File: src/ueba_consts.svh
// Offsets, field positions, reset values and timing counts of the endpoint buffer addressing block.
`ifndef UEBA_CONSTS_SVH
`define UEBA_CONSTS_SVH
`define UEBA_OFF_CTRL        12'h000
`define UEBA_OFF_CLKCFG      12'h004
`define UEBA_OFF_IRQ         12'h008
`define UEBA_OFF_EPSEL       12'h00C
`define UEBA_OFF_EPBASE      12'h010
`define UEBA_OFF_ENDPOINT_BLOCK_LENGTH       12'h014
`define UEBA_OFF_OFFSET      12'h018
`define UEBA_OFF_ACCESS      12'h01C
`define UEBA_OFF_ADDR        12'h020
`define UEBA_CTRL_GATE_BIT   0
`define UEBA_CTRL_SUSPEND_FLAG_BIT   1
`define UEBA_CTRL_INCR_BIT   2
`define UEBA_CLK_OFF_BIT     0
`define UEBA_IRQ_BEGIN_BIT   0
`define UEBA_IRQ_END_BIT     1
`define UEBA_NUM_EP          16
`define UEBA_SUSPEND_FLAG_TIME_NS    3000000
`define UEBA_CLK_PERIOD_NS   40
`define UEBA_SUSPEND_FLAG_CYCLES     ((`UEBA_SUSPEND_FLAG_TIME_NS + `UEBA_CLK_PERIOD_NS - 1) / `UEBA_CLK_PERIOD_NS)
`define UEBA_SETUP_BASE      8'h00
`define UEBA_RESET_BASE      8'h00
`endif

File: src/ueba_pkg.sv
// Types shared by the endpoint buffer addressing block.
`default_nettype none
package ueba_pkg;
  typedef enum logic [2:0]
  {
    UEBA_LEN_NONE = 3'b000,
    UEBA_LEN_8    = 3'b001,
    UEBA_LEN_16   = 3'b011,
    UEBA_LEN_32   = 3'b010,
    UEBA_LEN_64   = 3'b110
  } ueba_len_t;
  typedef enum logic [1:0]
  {
    UEBA_ST_ACTIVE  = 2'b00,
    UEBA_ST_SUSPEND = 2'b01
  } ueba_state_t;
endpackage
`default_nettype wire

File: src/ueba_top.sv
// Endpoint buffer address generation, suspend detection and clock gating with an APB slave.
// How it works
// - Each endpoint length selects 8, 16, 32 or 64 bytes.
// - Setup packets always go to buffer address zero.
// - An unused endpoint has length zero and uses no buffer memory.
// - The endpoint index picks that endpoint's own base pointer.
// - Buffer address is base pointer plus byte offset.
// - No start of frame for over 3 ms raises the suspend begin request.
// - Entering suspend sets the suspend flag in the control register.
// - A valid bus level during suspend raises the suspend end request.
// - Memory management runs at the CPU clock rate.
// - Writing one to the clock off bit stops the memory clock.
// - The 48 MHz core clock is gated by the core clock gate bit.
// - Suspend end is detected even with the core clock gated.
// - With auto increment set, each CPU buffer access bumps the offset.
`include "ueba_consts.svh"
`default_nettype none
module ueba_top
  import ueba_pkg::*;
#(
  parameter int unsigned SUSPEND_FLAG_CYCLES = `UEBA_SUSPEND_FLAG_CYCLES
)
(
  input  wire logic        pclk,
  input  wire logic        presetn,
  input  wire logic        psel,
  input  wire logic        penable,
  input  wire logic        pwrite,
  input  wire logic [11:0] paddr,
  input  wire logic [31:0] pwdata,
  output logic      [31:0] prdata,
  output logic             pready,
  output logic             pslverr,
  input  wire logic        sof_seen,
  input  wire logic        bus_resume,
  input  wire logic        usb_access,
  input  wire logic        usb_setup,
  input  wire logic [3:0]  endpoint_index,
  input  wire logic [7:0]  usb_byte_offset,
  output logic      [7:0]  buf_addr,
  output logic             buf_addr_valid,
  output logic             mem_clk_en,
  output logic             core_clk_en,
  output logic             suspend_begin_irq,
  output logic             suspend_end_irq
);

  typedef struct packed
  {
    logic [`UEBA_NUM_EP-1:0][7:0] base;
    ueba_len_t [`UEBA_NUM_EP-1:0] len;
    logic [`UEBA_NUM_EP-1:0][7:0] offset;
    logic [3:0]  cpu_ep;
    logic        core_clock_gate;
    logic        buffer_clock_off;
    logic        auto_increment_select;
    ueba_state_t state;
    logic [31:0] idle_cnt;
    logic        begin_irq;
    logic        end_irq;
    logic [7:0]  addr;
    logic        addr_valid;
    logic [31:0] rdata;
    logic [1:0]  sof_sync;
    logic [1:0]  res_sync;
    logic [1:0]  acc_sync;
    logic        acc_prev;
    logic [1:0]  stp_sync;
    logic [1:0][3:0] idx_sync;
    logic [1:0][7:0] boff_sync;
  } ueba_regs_t;

  ueba_regs_t r_q;
  ueba_regs_t r_d;

  function automatic logic [7:0] ueba_len_bytes(input ueba_len_t l);
    case (l)
      UEBA_LEN_8:  ueba_len_bytes = 8'h08;
      UEBA_LEN_16: ueba_len_bytes = 8'h10;
      UEBA_LEN_32: ueba_len_bytes = 8'h20;
      UEBA_LEN_64: ueba_len_bytes = 8'h40;
      default:     ueba_len_bytes = 8'h00;
    endcase
  endfunction

  function automatic ueba_len_t ueba_len_code(input logic [7:0] n);
    case (n)
      8'h08:   ueba_len_code = UEBA_LEN_8;
      8'h10:   ueba_len_code = UEBA_LEN_16;
      8'h20:   ueba_len_code = UEBA_LEN_32;
      8'h40:   ueba_len_code = UEBA_LEN_64;
      default: ueba_len_code = UEBA_LEN_NONE;
    endcase
  endfunction

  function automatic logic [7:0] ueba_address(input logic [7:0] b, input logic [7:0] o);
    ueba_address = 8'(b + o);
  endfunction

  function automatic logic ueba_mapped(input logic [11:0] a);
    ueba_mapped = (a[11:6] == 6'h00) && (a[1:0] == 2'b00) && (a[5:2] <= 4'h8);
  endfunction

  logic wr_en;
  logic rd_en;
  logic acc_rise;
  logic [11:0] off;
  // Event flags let a new interrupt event win over a clear in the same cycle.
  logic        begin_evt;
  logic        end_evt;

  always_comb
  begin
    r_d      = r_q;
    off      = paddr;
    wr_en    = psel && penable && pwrite;
    rd_en    = psel && penable && !pwrite;
    acc_rise = r_q.acc_sync[1] && !r_q.acc_prev;
    begin_evt = 1'b0;
    end_evt   = 1'b0;
    r_d.sof_sync = {r_q.sof_sync[0], sof_seen};
    r_d.res_sync = {r_q.res_sync[0], bus_resume};
    r_d.acc_sync = {r_q.acc_sync[0], usb_access};
    r_d.acc_prev = r_q.acc_sync[1];
    // Qualifiers pass the same two flip-flops as the access strobe.
    r_d.stp_sync  = {r_q.stp_sync[0], usb_setup};
    r_d.idx_sync  = {r_q.idx_sync[0], endpoint_index};
    r_d.boff_sync = {r_q.boff_sync[0], usb_byte_offset};
    // Address of the current USB byte.
    r_d.addr_valid = acc_rise;
    if (acc_rise)
    begin
      if (r_q.stp_sync[1])
      begin
        r_d.addr = 8'(`UEBA_SETUP_BASE + r_q.boff_sync[1]);
      end
      else if (r_q.len[r_q.idx_sync[1]] == UEBA_LEN_NONE)
      begin
        r_d.addr_valid = 1'b0;
      end
      else
      begin
        r_d.addr = ueba_address(r_q.base[r_q.idx_sync[1]], r_q.boff_sync[1]);
      end
    end
    // Suspend detection.
    case (r_q.state)
      UEBA_ST_ACTIVE:
      begin
        if (r_q.sof_sync[1])
        begin
          r_d.idle_cnt = 32'h0000_0000;
        end
        else if (r_q.idle_cnt >= 32'(SUSPEND_FLAG_CYCLES))
        begin
          r_d.state     = UEBA_ST_SUSPEND;
          r_d.begin_irq = 1'b1;
          begin_evt     = 1'b1;
          r_d.idle_cnt  = 32'h0000_0000;
        end
        else
        begin
          r_d.idle_cnt = r_q.idle_cnt + 32'h0000_0001;
        end
      end
      UEBA_ST_SUSPEND:
      begin
        if (r_q.res_sync[1] || r_q.sof_sync[1])
        begin
          r_d.state   = UEBA_ST_ACTIVE;
          r_d.end_irq = 1'b1;
          end_evt     = 1'b1;
        end
      end
      default:
      begin
        r_d.state = UEBA_ST_ACTIVE;
      end
    endcase
    // Register reads.
    r_d.rdata = 32'h0000_0000;
    if (psel && !penable && !pwrite)
    begin
      case (paddr)
        `UEBA_OFF_CTRL:   r_d.rdata = 32'({r_q.auto_increment_select,
                                          r_q.state == UEBA_ST_SUSPEND, r_q.core_clock_gate});
        `UEBA_OFF_CLKCFG: r_d.rdata = 32'(r_q.buffer_clock_off);
        `UEBA_OFF_IRQ:    r_d.rdata = 32'({r_q.end_irq, r_q.begin_irq});
        `UEBA_OFF_EPSEL:  r_d.rdata = 32'(r_q.cpu_ep);
        `UEBA_OFF_EPBASE: r_d.rdata = 32'(r_q.base[r_q.cpu_ep]);
        `UEBA_OFF_ENDPOINT_BLOCK_LENGTH:  r_d.rdata = 32'(ueba_len_bytes(r_q.len[r_q.cpu_ep]));
        `UEBA_OFF_OFFSET: r_d.rdata = 32'(r_q.offset[r_q.cpu_ep]);
        `UEBA_OFF_ADDR:   r_d.rdata = 32'(ueba_address(r_q.base[r_q.cpu_ep],
                                                       r_q.offset[r_q.cpu_ep]));
        default:          r_d.rdata = 32'h0000_0000;
      endcase
    end
    // CPU buffer access bumps the offset when sequential mode is on.
    if (psel && penable && paddr == `UEBA_OFF_ACCESS && r_q.auto_increment_select)
    begin
      r_d.offset[r_q.cpu_ep] = r_q.offset[r_q.cpu_ep] + 8'h01;
    end
    // Register writes; a write of one clears an interrupt bit, but a new event wins.
    if (wr_en)
    begin
      case (off)
        `UEBA_OFF_CTRL:
        begin
          r_d.core_clock_gate       = pwdata[`UEBA_CTRL_GATE_BIT];
          r_d.auto_increment_select = pwdata[`UEBA_CTRL_INCR_BIT];
        end
        `UEBA_OFF_CLKCFG: r_d.buffer_clock_off = pwdata[`UEBA_CLK_OFF_BIT];
        `UEBA_OFF_IRQ:
        begin
          if (pwdata[`UEBA_IRQ_BEGIN_BIT] && !begin_evt)
          begin
            r_d.begin_irq = 1'b0;
          end
          if (pwdata[`UEBA_IRQ_END_BIT] && !end_evt)
          begin
            r_d.end_irq = 1'b0;
          end
        end
        `UEBA_OFF_EPSEL:  r_d.cpu_ep = pwdata[3:0];
        `UEBA_OFF_EPBASE: r_d.base[r_q.cpu_ep] = pwdata[7:0];
        `UEBA_OFF_ENDPOINT_BLOCK_LENGTH:  r_d.len[r_q.cpu_ep] = ueba_len_code(pwdata[7:0]);
        `UEBA_OFF_OFFSET: r_d.offset[r_q.cpu_ep] = pwdata[7:0];
        default:          r_d.cpu_ep = r_q.cpu_ep;
      endcase
    end
  end

  always_ff @(posedge pclk or negedge presetn)
  begin
    if (!presetn)
    begin
      r_q <= '0;
    end
    else
    begin
      r_q <= r_d;
    end
  end

  logic mapped;
  assign mapped = ueba_mapped(paddr);

  // Outputs other than pready and pslverr come straight from the registered state.
  assign pready            = 1'b1;
  assign pslverr           = psel && penable && !mapped;
  assign prdata            = r_q.rdata;
  assign buf_addr          = r_q.addr;
  assign buf_addr_valid    = r_q.addr_valid;
  assign mem_clk_en        = !r_q.buffer_clock_off;
  assign core_clk_en       = r_q.core_clock_gate;
  assign suspend_begin_irq = r_q.begin_irq;
  assign suspend_end_irq   = r_q.end_irq;
endmodule
`default_nettype wire

File: config.mk
export PLATFORM = sky130hd
export DESIGN_NAME = ueba_top
export DESIGN_NICKNAME = d
export VERILOG_FILES = /design/src/ueba_pkg.sv /design/src/ueba_top.sv
export VERILOG_INCLUDE_DIRS = /design/src
export SDC_FILE = /design/constraint.sdc
export NUM_CORES = 1
export LEC_CHECK = 0
export ABC_CLOCK_PERIOD_IN_PS = 5000
export BUFFER_PORTS_ARGS = -buffer_cell sky130_fd_sc_hd__buf_2
export CAP_MARGIN = 30
export CORE_MARGIN = 3
export CORE_UTILIZATION = 41
export CTS_CLUSTER_DIAMETER = 60
export DETAILED_ROUTE_END_ITERATION = 6
export REMOVE_ABC_BUFFERS = 1
export SKIP_CTS_REPAIR_TIMING = 1
export SLEW_MARGIN = 30
export SYNTH_ARGS = -nofsm -noshare
export SYNTH_HDL_FRONTEND = slang
export SYNTH_SLANG_ARGS = --single-unit
File: constraint.sdc
create_clock -name pclk -period 5 [get_ports pclk]
set_input_delay 0.5 -clock pclk [delete_from_list [all_inputs] [get_ports pclk]]
set_output_delay 0.5 -clock pclk [all_outputs]
set_load 0.01 [all_outputs]
# Word-level counts from Yosys, hierarchy flattened
# Index checks and enable logic that the tools add are counted.
totals:
  output_inout_bits: 47
  ff_bits: 421
  inputBits: 65
  word_cells: 187
classes:
  mux: 56
  eq_ne: 21
  n_addsub: 4
  order_cmp: 5
  reduce_logical: 33
op_table:
  columns: ["operator", "count"]
  rows:
  - ["$bwmux 128", 3]
  - ["$mux 128", 2]
  - ["$mux 135", 1]
  - ["$bmux 8 s4", 3]
  - ["$mux 32", 2]
  - ["$pmux 8 s8", 1]
  - ["$mux 8", 7]
  - ["$bwmux 48", 1]
  - ["$eq 12x5->1 const B", 4]
  - ["$add 32x1->32 const B", 1]
  - ["$demux 8 s4", 1]
  - ["$ge 32x17->1 const B", 1]
  - ["$pmux 7 s4", 1]
  - ["$bmux 3 s4", 2]
  - ["$eq 12x4->1 const B", 2]
  - ["$mux 1", 18]
  - ["$add 8x8->8", 2]
  - ["$mux 3", 5]
  - ["$logic_and 1x1->1", 13]
  - ["$demux 3 s4", 1]
  - ["$eq 12x3->1 const B", 1]
  - ["$eq 12x6->1 const B", 1]
  - ["$logic_not 12->1", 1]
  - ["$pmux 3 s4", 1]
  - ["23 further kinds", 44]

# Depth between registers and ports, before layout
# Gate-level depths: netlist of the first run.
depth:
  depth_word: 9
  depth_mapped: 16
  mapped_depth_nobuf: 12

# Worst setup path before layout of the first run
# No wires, ideal clock.
synth_path:
  kind: "register -> register"
  startpoint: "register r_q[20] (netlist bit)"
  endpoint: "register r_q, in the netlist buf_addr[7]"
  required_ns: 4.862
  arrival_ns: 3.747
  path_stages_with_launch: 14
  setup_slack_ns: 1.115
  path_buffers: 3
  period_less_slack_ns: 3.885
  setup_ns: 0.138
  path_cell_list: "dfrtp_1 clkbuf_1 buf_2 buf_2 mux4_2 mux4_2 ha_1 a21o_1 a21oi_1 o21ai_0 o41ai_1 xor2_1 o41ai_1 a31oi_1"
synth_via:
  elab_chain_cells: 5
  word_cells_on_any_way: 10
  classes_between: "add/sub (1); eq/ne (1); mux (6); reduce/logical (2)"
synth_rtl:
  columns: ["element", "line_no", "source"]
  rows:
  - ["from (decl)", "ueba_top.sv:73", "ueba_regs_t r_q;"]
  - ["from (signal assigned)", "ueba_top.sv:241", "r_q <= r_d;"]
  - ["$bmux 8 s4 / $bmux 3 s4 (equally long branches)", "ueba_top.sv:143, ueba_top.sv:137", null]
  - ["$mux 8 (not written as such) / $mux 3 (equally long branches)", "ueba_top.sv:143, ueba_top.sv:137", null]
  - ["$add 8x8->8 / $logic_not 3->1 (equally long branches)", "ueba_top.sv:97, ueba_top.sv:137", null]
  - ["$mux 8 / $ne 2x2->1 (equally long branches)", null, null]
  - ["$mux 8 / $reduce_and 2->1 (equally long branches)", null, null]
# Parallel ways exist; a longest one is shown, timed or not. The select of a mux whose other input is x is not followed.
# A chain may end at the register's enable or synchronous reset.

==> summary.md, run 1 <==
| Metric | Value |
|---|---|
| Status | `complete, no violations` |
| Hold Vio Cnt, Final | `0` |
| Measured slew at the worst slew-check pin | `0.967 ns` |
| Top cell type's share of synthesized area | `49.9%` |
| Non-Filler Instances | `2,322` |
| Async SR Flop Fraction | `100%` |
| Detail Route Antenna Nets | `0` |
| Top FF cell, synth | `dfrtp_1` |
| Max-cap violations | `0` |
| CTS tree | `yes` |
| Multi-input logic area | `9220 um^2` |
| Synthesis-stage register bit count | `396` |
| First-pass GRT wire length | `81,000 um` |
| Routed WL | `52,400 um` |
| Die area | `51,100 um^2` |
| Syn avg cell area | `12.2 um^2` |
| Family with the most delay on the worst path | `compound AO/OA/AOI/OAI gates` |
| Initial antenna violation count | `0` |
| Min Hold Slack | `0.0327 ns` |
| Power, Total | `7.17 mW` |
| Crit-path most repeated cell | `a21oi_1` |
| Rel. slew slack | `35.2%` |
| Die height | `226 um` |
| Largest cells by area after synthesis | `dfrtp_1 (50%), mux4_2 (13%), mux2_2 (7.7%), a21oi_1 (3.8%), nor2_1 (3.5%)` |
| Cell with the most instances after synthesis | `dfrtp_1` |
| Synth Cell Area | `19,800 um^2` |
| Clock transition at path regs | `0.06 ns` |
| Worst setup SP type | `register` |
| Root buffer cell | `clkbuf_16` |
| Core area | `47,100 um^2` |
| # diodes | `0` |
| CP max stage delay | `0.67 ns` |
| Number of flops mapped to enable cells by yosys | `0` |
| F_max | `0.250 GHz` |
| Path type of the worst setup path | `register to register` |
| Hold endpoint | `r_d[12]` |
| Pleak | `9.95 nW` |
| Class of the worst hold path | `input pin to register` |
| Final setup viols | `0` |
| Clk Latency, worst-skew pair | `0.58 ns` |
| Initial Utilization | `42.1%` |
| H-tree level count | `2` |
| 1st-iter DRT viols | `1,249` |
| CTS Sinks | `396` |
| FF-to-FF path depth | `13` |
| Share of layout cells above drive strength 1 | `27.9%` |
| Initial DRT Pass Iterations | `7` |
| VDD IR max | `0.000207 V` |
| Synth cell count leaders | `dfrtp_1 (396), nor2_1 (187), a21oi_1 (150)` |
| Vias in the first global route | `13,500` |
| Clock skew | `0.0165 ns` |
| Worst Setup End Kind | `register` |
| Synth cell types | `66` |
| Tcrit/Tclk final | `80.0%` |
| DP Cell Count | `2,234` |
| Setup WS post-layout | `0.999 ns` |
| Fillers | `4,204` |
| Ports | `112` |
| Fin util | `47.4%` |
| FF+latch area | `9920 um^2` |
| CP Cell Sequence | `buf_4, mux4_2, a22oi_1, nand2_1, ha_1, fa_1, a21o_1, a21oi_1, o21bai_1, a21oi_1, xnor2_1, nand2_1, a21oi_1` |
| Critical Path RT | `5.49 ns` |
| Routed vias | `13,700` |
| Gpl congestion | `0.821` |
| Largest net degree at the start of global routing | `127` |
| CTS Buffer Depth | `3` |
| Post-Syn Instances | `1,630` |
| Minimum clock period | `4.00 ns` |
| RSZ-0062 raised after global routing | `no` |
| Overflow after GRT | `0` |
| PwrDens | `321 nW/um^2` |
| Arrival @ worst endpoint | `4.49 ns` |
| Slowest-stage cell, CP | `dfrtp_4` |
| Hpwl dp | `34,600 um` |
| DR DRC count | `0` |
| CP max FO | `18` |
| Port Buffers | `62` |
| Layout net count | `1,765` |
| R2R setup slack | `1.0 ns` |
| Hold Path Origin | `usb_byte_offset[4]` |
| Wire per inst | `22.6 um` |
| RR Startpoint | `r_q[113]` |
| RR Endpoint | `prdata[6]` |
| Die width | `226 um` |
| Area growth, synth to finish | `12.5%` |
| Num CTS Buffers | `44` |
| Register area share after synthesis | `49.9%` |
| Pre-CTS setup slack | `1.02 ns` |
| Hold Path Cell Cnt | `1` |
| Global-route usage over all layers | `20.7%` |
| Cell taking the most area after synthesis | `dfrtp_1` |
| Vias/cell | `5.88` |
| Ys Warns | `0` |
| # rows | `79` |
| Crit path buf inv count | `1` |
| Slew Viols, Final | `0` |
-- worst max path at each step --
| stage | startpoint | endpoint | slack [ns] | cells past startpoint |
|---|---|---|---|---|
| floorplan | r_q[113] | prdata[7] | -0.83 | 10 |
| global placement | r_q[20] | buf_addr[7] | 1.02 | 10 |
| detailed placement | r_q[20] | buf_addr[7] | 1.02 | 10 |
| CTS | r_q[20] | buf_addr[7] | 0.99 | 10 |
| global route | r_q[20] | buf_addr[7] | 0.64 | 10 |
| finish | r_q[113] | prdata[6] | 1.0 | 13 |
-- layer usage --
metal / vias to the layer above / track usage [%] / wire length (um)
met5: - / 0 / 0
met4: 0 / 5.70 / 1150
met3: 77 / 5.07 / 3610
met2: 457 / 32.4 / 24500
met1: 7078 / 29.1 / 23200
li1: 6038 / - / -
-- cell usage in the layout, fill, tap and decap left out, types with 5 or more instances in the layout --
master and n:
bufinv_16 9, ha_1 17, dfrtp_1 391, a222oi_1 5
clkbuf_8 11, mux4_1 21, nor4_1 11, o21ai_1 15
o21ai_0 74, nor2_2 15, and3_1 12, and2_1 20
a31oi_1 11, dlygate4sd3_1 8, buf_2 61, o22ai_1 23
xnor2_1 15, a22o_1 5, a21oi_1 150, nor3_1 12
nand2_1 117, nor2_4 5, a22oi_1 16, conb_1 25
a21oi_2 10, nand3_1 15, mux2_2 135, mux4_2 111
nor3_2 5, nor2_1 187, inv_1 12, buf_4 36
clkbuf_16 45, nand2b_1 13, nor2b_1 8, o41ai_1 5
-- logic make-up (layout without fill, tap and decap cells) --
| logic type | count (synthesis) | after routing | synth area share (%) |
|---|---|---|---|
| AOI/OAI and AO/OA | 337 | 337 | 9.85 |
| adders and majority gates | 19 | 19 | 1.27 |
| muxes | 270 | 270 | 23.2 |
| DFF | 396 | 396 | 49.9 |
| other | 2 | 25 | 0.0379 |
| and+or+nand+nor | 446 | 446 | 10.6 |
| xor gates and xnor gates | 19 | 19 | 0.933 |
| buffers and inverters | 141 | 203 | 4.14 |
-- stage by stage --
stage / TNS (ns) / cell area [um^2]
floorplan: -27.81 / 19200
global placement: 0 / 20600
detailed placement: 0 / 20600
CTS: 0 / 22200
global route: 0 / 22300
finish: 0 / 22300
-- report_power, final --
group          leakage [nW]  internal (mW)  total [mW]  switching (mW)
clock network         0.798           2.28        3.64            1.36
registers              5.42           3.24        3.27          0.0336
logic                  3.73         0.0877       0.266           0.178
total                  9.95           5.60        7.17            1.57
-- final cells by class --
cell class / instances / area share, %
Inverter: 14 / 0.235
Sequential cell: 396 / 44.4
Clock inverter: 20 / 1.59
Multi-Input combinational cell: 1116 / 41.3
Timing Repair Buffer: 109 / 3.27
Tap cell: 607 / 3.40
Clock buffer: 60 / 5.79
Power figures use the tool's default switching activity.
==> run 2: changes to the inputs <==
--- a/config.mk
+++ b/config.mk
@@ -6,7 +6,7 @@
 export SDC_FILE = /design/constraint.sdc
 export NUM_CORES = 1
 export LEC_CHECK = 0
-export ABC_CLOCK_PERIOD_IN_PS = 5000
+export ABC_CLOCK_PERIOD_IN_PS = 4050
 export BUFFER_PORTS_ARGS = -buffer_cell sky130_fd_sc_hd__buf_2
 export CAP_MARGIN = 30
 export CORE_MARGIN = 3
==> constraint.sdc (replaced) <==
create_clock -name pclk -period 4.05 [get_ports pclk]
set_input_delay 0.405 -clock pclk [delete_from_list [all_inputs] [get_ports pclk]]
set_output_delay 0.405 -clock pclk [all_outputs]
set_load 0.01 [all_outputs]
==> summary.md, run 2 (synthesis gave the netlist of run 1 again) <==
| Metric | Value |
|---|---|
| CP Cell Sequence | `mux4_2, mux4_2, ha_1, a21o_1, a21oi_1, o21ai_0, o41ai_2, xor2_1, o41ai_1, a31oi_1 (was buf_4, mux4_2, a22oi_1, nand2_1, ha_1, fa_1, a21o_1, a21oi_1, o21bai_1, a21oi_1, xnor2_1, nand2_1, a21oi_1)` |
| Final setup viols | `0 (unchanged)` |
| Status | `complete, no violations (unchanged)` |
| Fillers | `4,198 (was 4,204)` |
| Die width | `226 um (unchanged)` |
| Global-route usage over all layers | `21.4% (was 20.7%)` |
| Slowest-stage cell, CP | `dfrtp_2 (was dfrtp_4)` |
| CTS Sinks | `396 (unchanged)` |
| Routed WL | `53,300 um (was 52,400 um)` |
| RSZ-0062 raised after global routing | `no (unchanged)` |
| Area growth, synth to finish | `14.1% (was 12.5%)` |
| Pleak | `10.1 nW (was 9.95 nW)` |
| Slew Viols, Final | `0 (unchanged)` |
| Minimum clock period | `3.68 ns (was 4.00 ns)` |
| Pre-CTS setup slack | `0.218 ns (was 1.02 ns)` |
| Crit-path most repeated cell | `mux4_2 (was a21oi_1)` |
| Root buffer cell | `clkbuf_16 (unchanged)` |
| VDD IR max | `0.000257 V (was 0.000207 V)` |
| Hold Vio Cnt, Final | `0 (unchanged)` |
| Ports | `112 (unchanged)` |
| Gpl congestion | `0.832 (was 0.821)` |
| PwrDens | `382 nW/um^2 (was 321 nW/um^2)` |
| Worst setup SP type | `register (unchanged)` |
| Vias/cell | `5.86 (was 5.88)` |
| # rows | `79 (unchanged)` |
| Initial DRT Pass Iterations | `6 (was 7)` |
| Largest net degree at the start of global routing | `101 (was 127)` |
| Critical Path RT | `4.45 ns (was 5.49 ns)` |
| H-tree level count | `2 (unchanged)` |
| Detail Route Antenna Nets | `0 (unchanged)` |
| Clock transition at path regs | `0.06 ns (about the same)` |
| Hpwl dp | `35,700 um (was 34,600 um)` |
| Min Hold Slack | `0.323 ns (was 0.0327 ns)` |
| Wire per inst | `22.5 um (was 22.6 um)` |
| Die height | `226 um (unchanged)` |
| Setup WS post-layout | `0.370 ns (was 0.999 ns)` |
| FF+latch area | `9920 um^2 (unchanged)` |
| Routed vias | `13,800 (was 13,700)` |
| Rel. slew slack | `37.7% (was 35.2%)` |
| CP max FO | `13 (was 18)` |
| Core area | `47,100 um^2 (unchanged)` |
| Initial Utilization | `42.1% (unchanged)` |
| Max-cap violations | `0 (unchanged)` |
| CTS Buffer Depth | `3 (unchanged)` |
| 1st-iter DRT viols | `1,126 (was 1,249)` |
| Share of layout cells above drive strength 1 | `29.0% (was 27.9%)` |
| Commonest cells after routing, fill and taps aside | `dfrtp_1 (391), nor2_1 (187), a21oi_1 (150) (unchanged)` |
| Die area | `51,100 um^2 (unchanged)` |
| Vias in the first global route | `14,100 (was 13,500)` |
| CP max stage delay | `0.67 ns (about the same)` |
| First-pass GRT wire length | `84,000 um (was 81,000 um)` |
| Initial antenna violation count | `1 (was 0)` |
| Measured slew at the worst slew-check pin | `0.934 ns (was 0.967 ns)` |
| Layout net count | `1,809 (was 1,765)` |
| F_max | `0.272 GHz (was 0.250 GHz)` |
| Clock skew | `0.0160 ns (was 0.0165 ns)` |
| DR DRC count | `0 (unchanged)` |
| Port Buffers | `62 (unchanged)` |
| Num CTS Buffers | `44 (unchanged)` |
| Arrival @ worst endpoint | `4.08 ns (was 4.49 ns)` |
| Class of the worst hold path | `input pin to register (unchanged)` |
| Clk Latency, worst-skew pair | `0.57 ns (was 0.58 ns)` |
| Worst Setup End Kind | `register (unchanged)` |
| Overflow after GRT | `0 (unchanged)` |
| Path type of the worst setup path | `register to register (unchanged)` |
| Most common cell after layout, fill and taps aside | `dfrtp_1 (unchanged)` |
| Multi-input logic area | `9210 um^2 (was 9220 um^2)` |
| Tcrit/Tclk final | `90.9% (was 80.0%)` |
| CTS tree | `yes (unchanged)` |
run 2: worst paths after layout:
check,startpoint,end,slack [ns],depth (start not counted)
worst max-delay path,r_q[20],buf_addr[7],0.37,10
worst min-delay path,pwdata[0],r_q[111],0.32,3
worst max register to register,r_q[20],buf_addr[7],0.37,10
worst min register to register,r_d[12],r_q[12],0.35,0
max in group asynchronous,presetn,r_q[21],2.52,3
min in group asynchronous,presetn,r_d[14],0.42,2
run 2: cell type report:
cell class | count | share of cell area [%]
diodes | 1 | 0.0111
clock buffers | 62 | 5.74
clock inverters | 15 | 1.06
inverters | 14 | 0.232
multi-input cells | 1116 | 40.7
flip-flops and latches | 396 | 43.8
well taps | 607 | 3.36
repair buffers | 153 | 5.06
run 2: report_power, final:
part,switching (mW),total (mW),internal [mW]
sequential,0.0389,4.03,3.99
clock,1.65,4.26,2.61
combinational,0.224,0.343,0.119
total,1.91,8.64,6.73
run 2: stage by stage:
stage          setup TNS, ns  power [mW]  cell area [um^2]  utilization, %  std cells
6_report                   0        8.64             22600            48.0       2364
5_1_grt                    0        8.94             22600            48.0       2363
4_1_cts                    0        8.72             22400            47.6       2346
3_5_place_dp               0        4.44             20900            44.3       2269
3_3_place_gp               0        4.44             20900            44.3       2269
2_1_floorplan        -192.83        4.23             19200               -       1526
run 2: critical path, delay by kind of cell, from the launching register on:
family          cells  cell delay [ns]
flops               1             0.67
compound gates      6             1.30
fa+ha+maj           1             0.30
xor+xnor            1             0.12
mux                 2             1.13
run 2: routing by layer:
layer  routed length (um)  up-vias  track usage (%)
met5                   17        -                0
met4                 1490        2             6.38
met3                 3200      101             4.19
met2                24900      414             33.9
met1                23700     7192             30.2
li1                     -     6135                -
==> run 3: changes to the inputs <==
--- a/config.mk
+++ b/config.mk
@@ -9,10 +9,13 @@
 export ABC_CLOCK_PERIOD_IN_PS = 4050
 export BUFFER_PORTS_ARGS = -buffer_cell sky130_fd_sc_hd__buf_2
 export CAP_MARGIN = 30
+export CELL_PAD_IN_SITES_DETAIL_PLACEMENT = 1
+export CELL_PAD_IN_SITES_GLOBAL_PLACEMENT = 1
 export CORE_MARGIN = 3
 export CORE_UTILIZATION = 41
 export CTS_CLUSTER_DIAMETER = 60
 export DETAILED_ROUTE_END_ITERATION = 6
+export PLACE_DENSITY = 0.78
 export REMOVE_ABC_BUFFERS = 1
 export SKIP_CTS_REPAIR_TIMING = 1
 export SLEW_MARGIN = 30
==> summary.md, run 3 (synthesis gave the netlist of run 1 again) <==
| Metric | Value |
|---|---|
| Worst setup SP type | `register (unchanged)` |
| Pleak | `10.1 nW (about the same)` |
| CP max stage delay | `0.70 ns (was 0.67 ns)` |
| Slowest-stage cell, CP | `dfrtp_4 (was dfrtp_2)` |
| Arrival @ worst endpoint | `4.36 ns (was 4.08 ns)` |
| # diodes | `0 (was 1)` |
| Routed WL | `63,300 um (was 53,300 um)` |
| Layout net count | `1,800 (was 1,809)` |
| Vias/cell | `6.23 (was 5.86)` |
| Family with the most delay on the worst path | `compound AO/OA/AOI/OAI gates (unchanged)` |
| Initial antenna violation count | `2 (was 1)` |
| Measured slew at the worst slew-check pin | `0.988 ns (was 0.934 ns)` |
| Slew Viols, Final | `0 (unchanged)` |
| First-pass GRT wire length | `98,200 um (was 84,000 um)` |
| Path type of the worst setup path | `register to register (unchanged)` |
| Critical Path RT | `4.50 ns (was 4.45 ns)` |
| DR DRC count | `0 (unchanged)` |
| Final setup viols | `0 (unchanged)` |
| # rows | `79 (unchanged)` |
| Die width | `226 um (unchanged)` |
| F_max | `0.256 GHz (was 0.272 GHz)` |
| Min Hold Slack | `0.338 ns (was 0.323 ns)` |
| H-tree level count | `2 (unchanged)` |
| Most common cell after layout, fill and taps aside | `dfrtp_1 (unchanged)` |
| Hold Vio Cnt, Final | `0 (unchanged)` |
| Setup WS post-layout | `0.140 ns (was 0.370 ns)` |
| PwrDens | `384 nW/um^2 (was 382 nW/um^2)` |
| Tcrit/Tclk final | `96.6% (was 90.9%)` |
| 1st-iter DRT viols | `1,144 (was 1,126)` |
| Worst setup path end | `prdata[6] (was buf_addr[7])` |
| Port Buffers | `62 (unchanged)` |
| RR Startpoint | `r_q[113] (was r_q[20])` |
| Global-route usage over all layers | `24.9% (was 21.4%)` |
| Crit path buf inv count | `1 (was 0)` |
| Largest net degree at the start of global routing | `96 (was 101)` |
| Root buffer cell | `clkbuf_16 (unchanged)` |
| Gpl congestion | `0.891 (was 0.832)` |
| CTS Buffer Depth | `3 (unchanged)` |
| Die height | `226 um (unchanged)` |
| Die area | `51,100 um^2 (unchanged)` |
| Clock transition at path regs | `0.07 ns (was 0.06 ns)` |
| CP max FO | `17 (was 13)` |
| Initial Utilization | `42.1% (unchanged)` |
| FF-to-FF path depth | `13 (was 10)` |
| CTS tree | `yes (unchanged)` |
| RSZ-0062 raised after global routing | `no (unchanged)` |
| Share of layout cells above drive strength 1 | `28.8% (was 29.0%)` |
| Initial DRT Pass Iterations | `7 (was 6)` |
| Power, Total | `8.64 mW (about the same)` |
| Core area | `47,100 um^2 (unchanged)` |
| Status | `complete, no violations (unchanged)` |
| Crit-path most repeated cell | `a21oi_1 (was mux4_2)` |
| Commonest cells after routing, fill and taps aside | `dfrtp_1 (391), nor2_1 (187), a21oi_1 (150) (unchanged)` |
| Rel. slew slack | `34.0% (was 37.7%)` |
| WP depth | `13 (was 10)` |
| Num CTS Buffers | `43 (was 44)` |
| CTS Sinks | `396 (unchanged)` |
| Area growth, synth to finish | `13.5% (was 14.1%)` |
| Hpwl dp | `40,000 um (was 35,700 um)` |
| R2R setup slack | `0.14 ns (was 0.37 ns)` |
| Routed vias | `14,700 (was 13,800)` |
| Pre-CTS setup slack | `0.131 ns (was 0.218 ns)` |
| RR Endpoint | `prdata[6] (was buf_addr[7])` |
| VDD IR max | `0.000270 V (was 0.000257 V)` |
| Clock skew | `0.0150 ns (was 0.0160 ns)` |
| Ports | `112 (unchanged)` |
| Clk Latency, worst-skew pair | `0.55 ns (was 0.57 ns)` |
| Detail Route Antenna Nets | `0 (unchanged)` |
| Class of the worst hold path | `register to register (was input pin to register)` |
| Overflow after GRT | `0 (unchanged)` |
| Origin of the worst setup path | `r_q[113] (was r_q[20])` |
| CP Cell Sequence | `buf_12, mux4_2, a22oi_1, nand2_1, ha_1, fa_1, a21o_1, a21oi_1, o21bai_1, a21oi_1, xnor2_1, nand2_1, a21oi_1 (was mux4_2, mux4_2, ha_1, a21o_1, a21oi_1, o21ai_0, o41ai_2, xor2_1, o41ai_1, a31oi_1)` |
| Worst Setup End Kind | `register (unchanged)` |
| Max-cap violations | `0 (unchanged)` |
| Wire per inst | `26.9 um (was 22.5 um)` |
| Minimum clock period | `3.91 ns (was 3.68 ns)` |
| Vias in the first global route | `16,000 (was 14,100)` |
## run 3: how the worst min path moves through the flow
| stage | cells past startpoint | slack [ns] | to | startpoint |
|---|---|---|---|---|
| finish | 0 | 0.34 | r_q[21] | r_d[21] |
| global route | 0 | 0.35 | r_q[21] | r_d[21] |
| CTS | 1 | -0.08 | r_d[15] | presetn |
| detailed placement | 0 | 0.34 | r_q[21] | r_d[21] |
| global placement | 0 | 0.33 | r_q[20] | r_d[20] |
| floorplan | 0 | 0.11 | asynchronous set/reset pin | presetn |
## run 3: layer usage
layer	GRT usage [%]	wire length [um]	vias to the layer above
li1	-	-	6112
met1	32.0	25300	7818
met2	43.0	32000	578
met3	3.73	3570	173
met4	8.92	2420	2
met5	0	11	-
## run 3: layout make-up
| type | instances | area [um^2] |
|---|---|---|
| Multi-Input combinational cell | 1116 | 9210 |
| Fill cell | 4879 | 24600 |
| Clock buffer | 64 | 1340 |
| Sequential cell | 396 | 9920 |
| Tap cell | 607 | 759 |
| Inverter | 14 | 52.6 |
| Clock inverter | 14 | 181 |
| Timing Repair Buffer | 145 | 1050 |
## run 3: where the power goes
| group | leakage, nW | total [mW] | internal [mW] | switching (mW) |
|---|---|---|---|---|
| registers | 5.42 | 4.03 | 3.99 | 0.0402 |
| logic | 3.91 | 0.369 | 0.122 | 0.247 |
| clock network | 0.758 | 4.23 | 2.54 | 1.69 |
## run 3: per-stage QoR
| step | cells | setup TNS, ns | util, % | instance area (um^2) |
|---|---|---|---|---|
| final | 2356 | 0 | 47.7 | 22500 |
| after global routing | 2356 | 0 | 47.7 | 22500 |
| after CTS | 2338 | 0 | 47.3 | 22300 |
| after detailed placement | 2260 | 0 | 44.1 | 20800 |
| after global placement | 2260 | 0 | 44.1 | 20800 |
| after floorplan | 1526 | -192.83 | - | 19200 |
## run 3: worst register-to-register path, stage by stage (launching register included)
cell and delay, ns:
dfrtp_4 0.70, buf_12 0.26, mux4_2 0.54, a22oi_1 0.21
nand2_1 0.18, ha_1 0.28, fa_1 0.41, a21o_1 0.19
a21oi_1 0.28, o21bai_1 0.13, a21oi_1 0.20, xnor2_1 0.15
nand2_1 0.07, a21oi_1 0.21
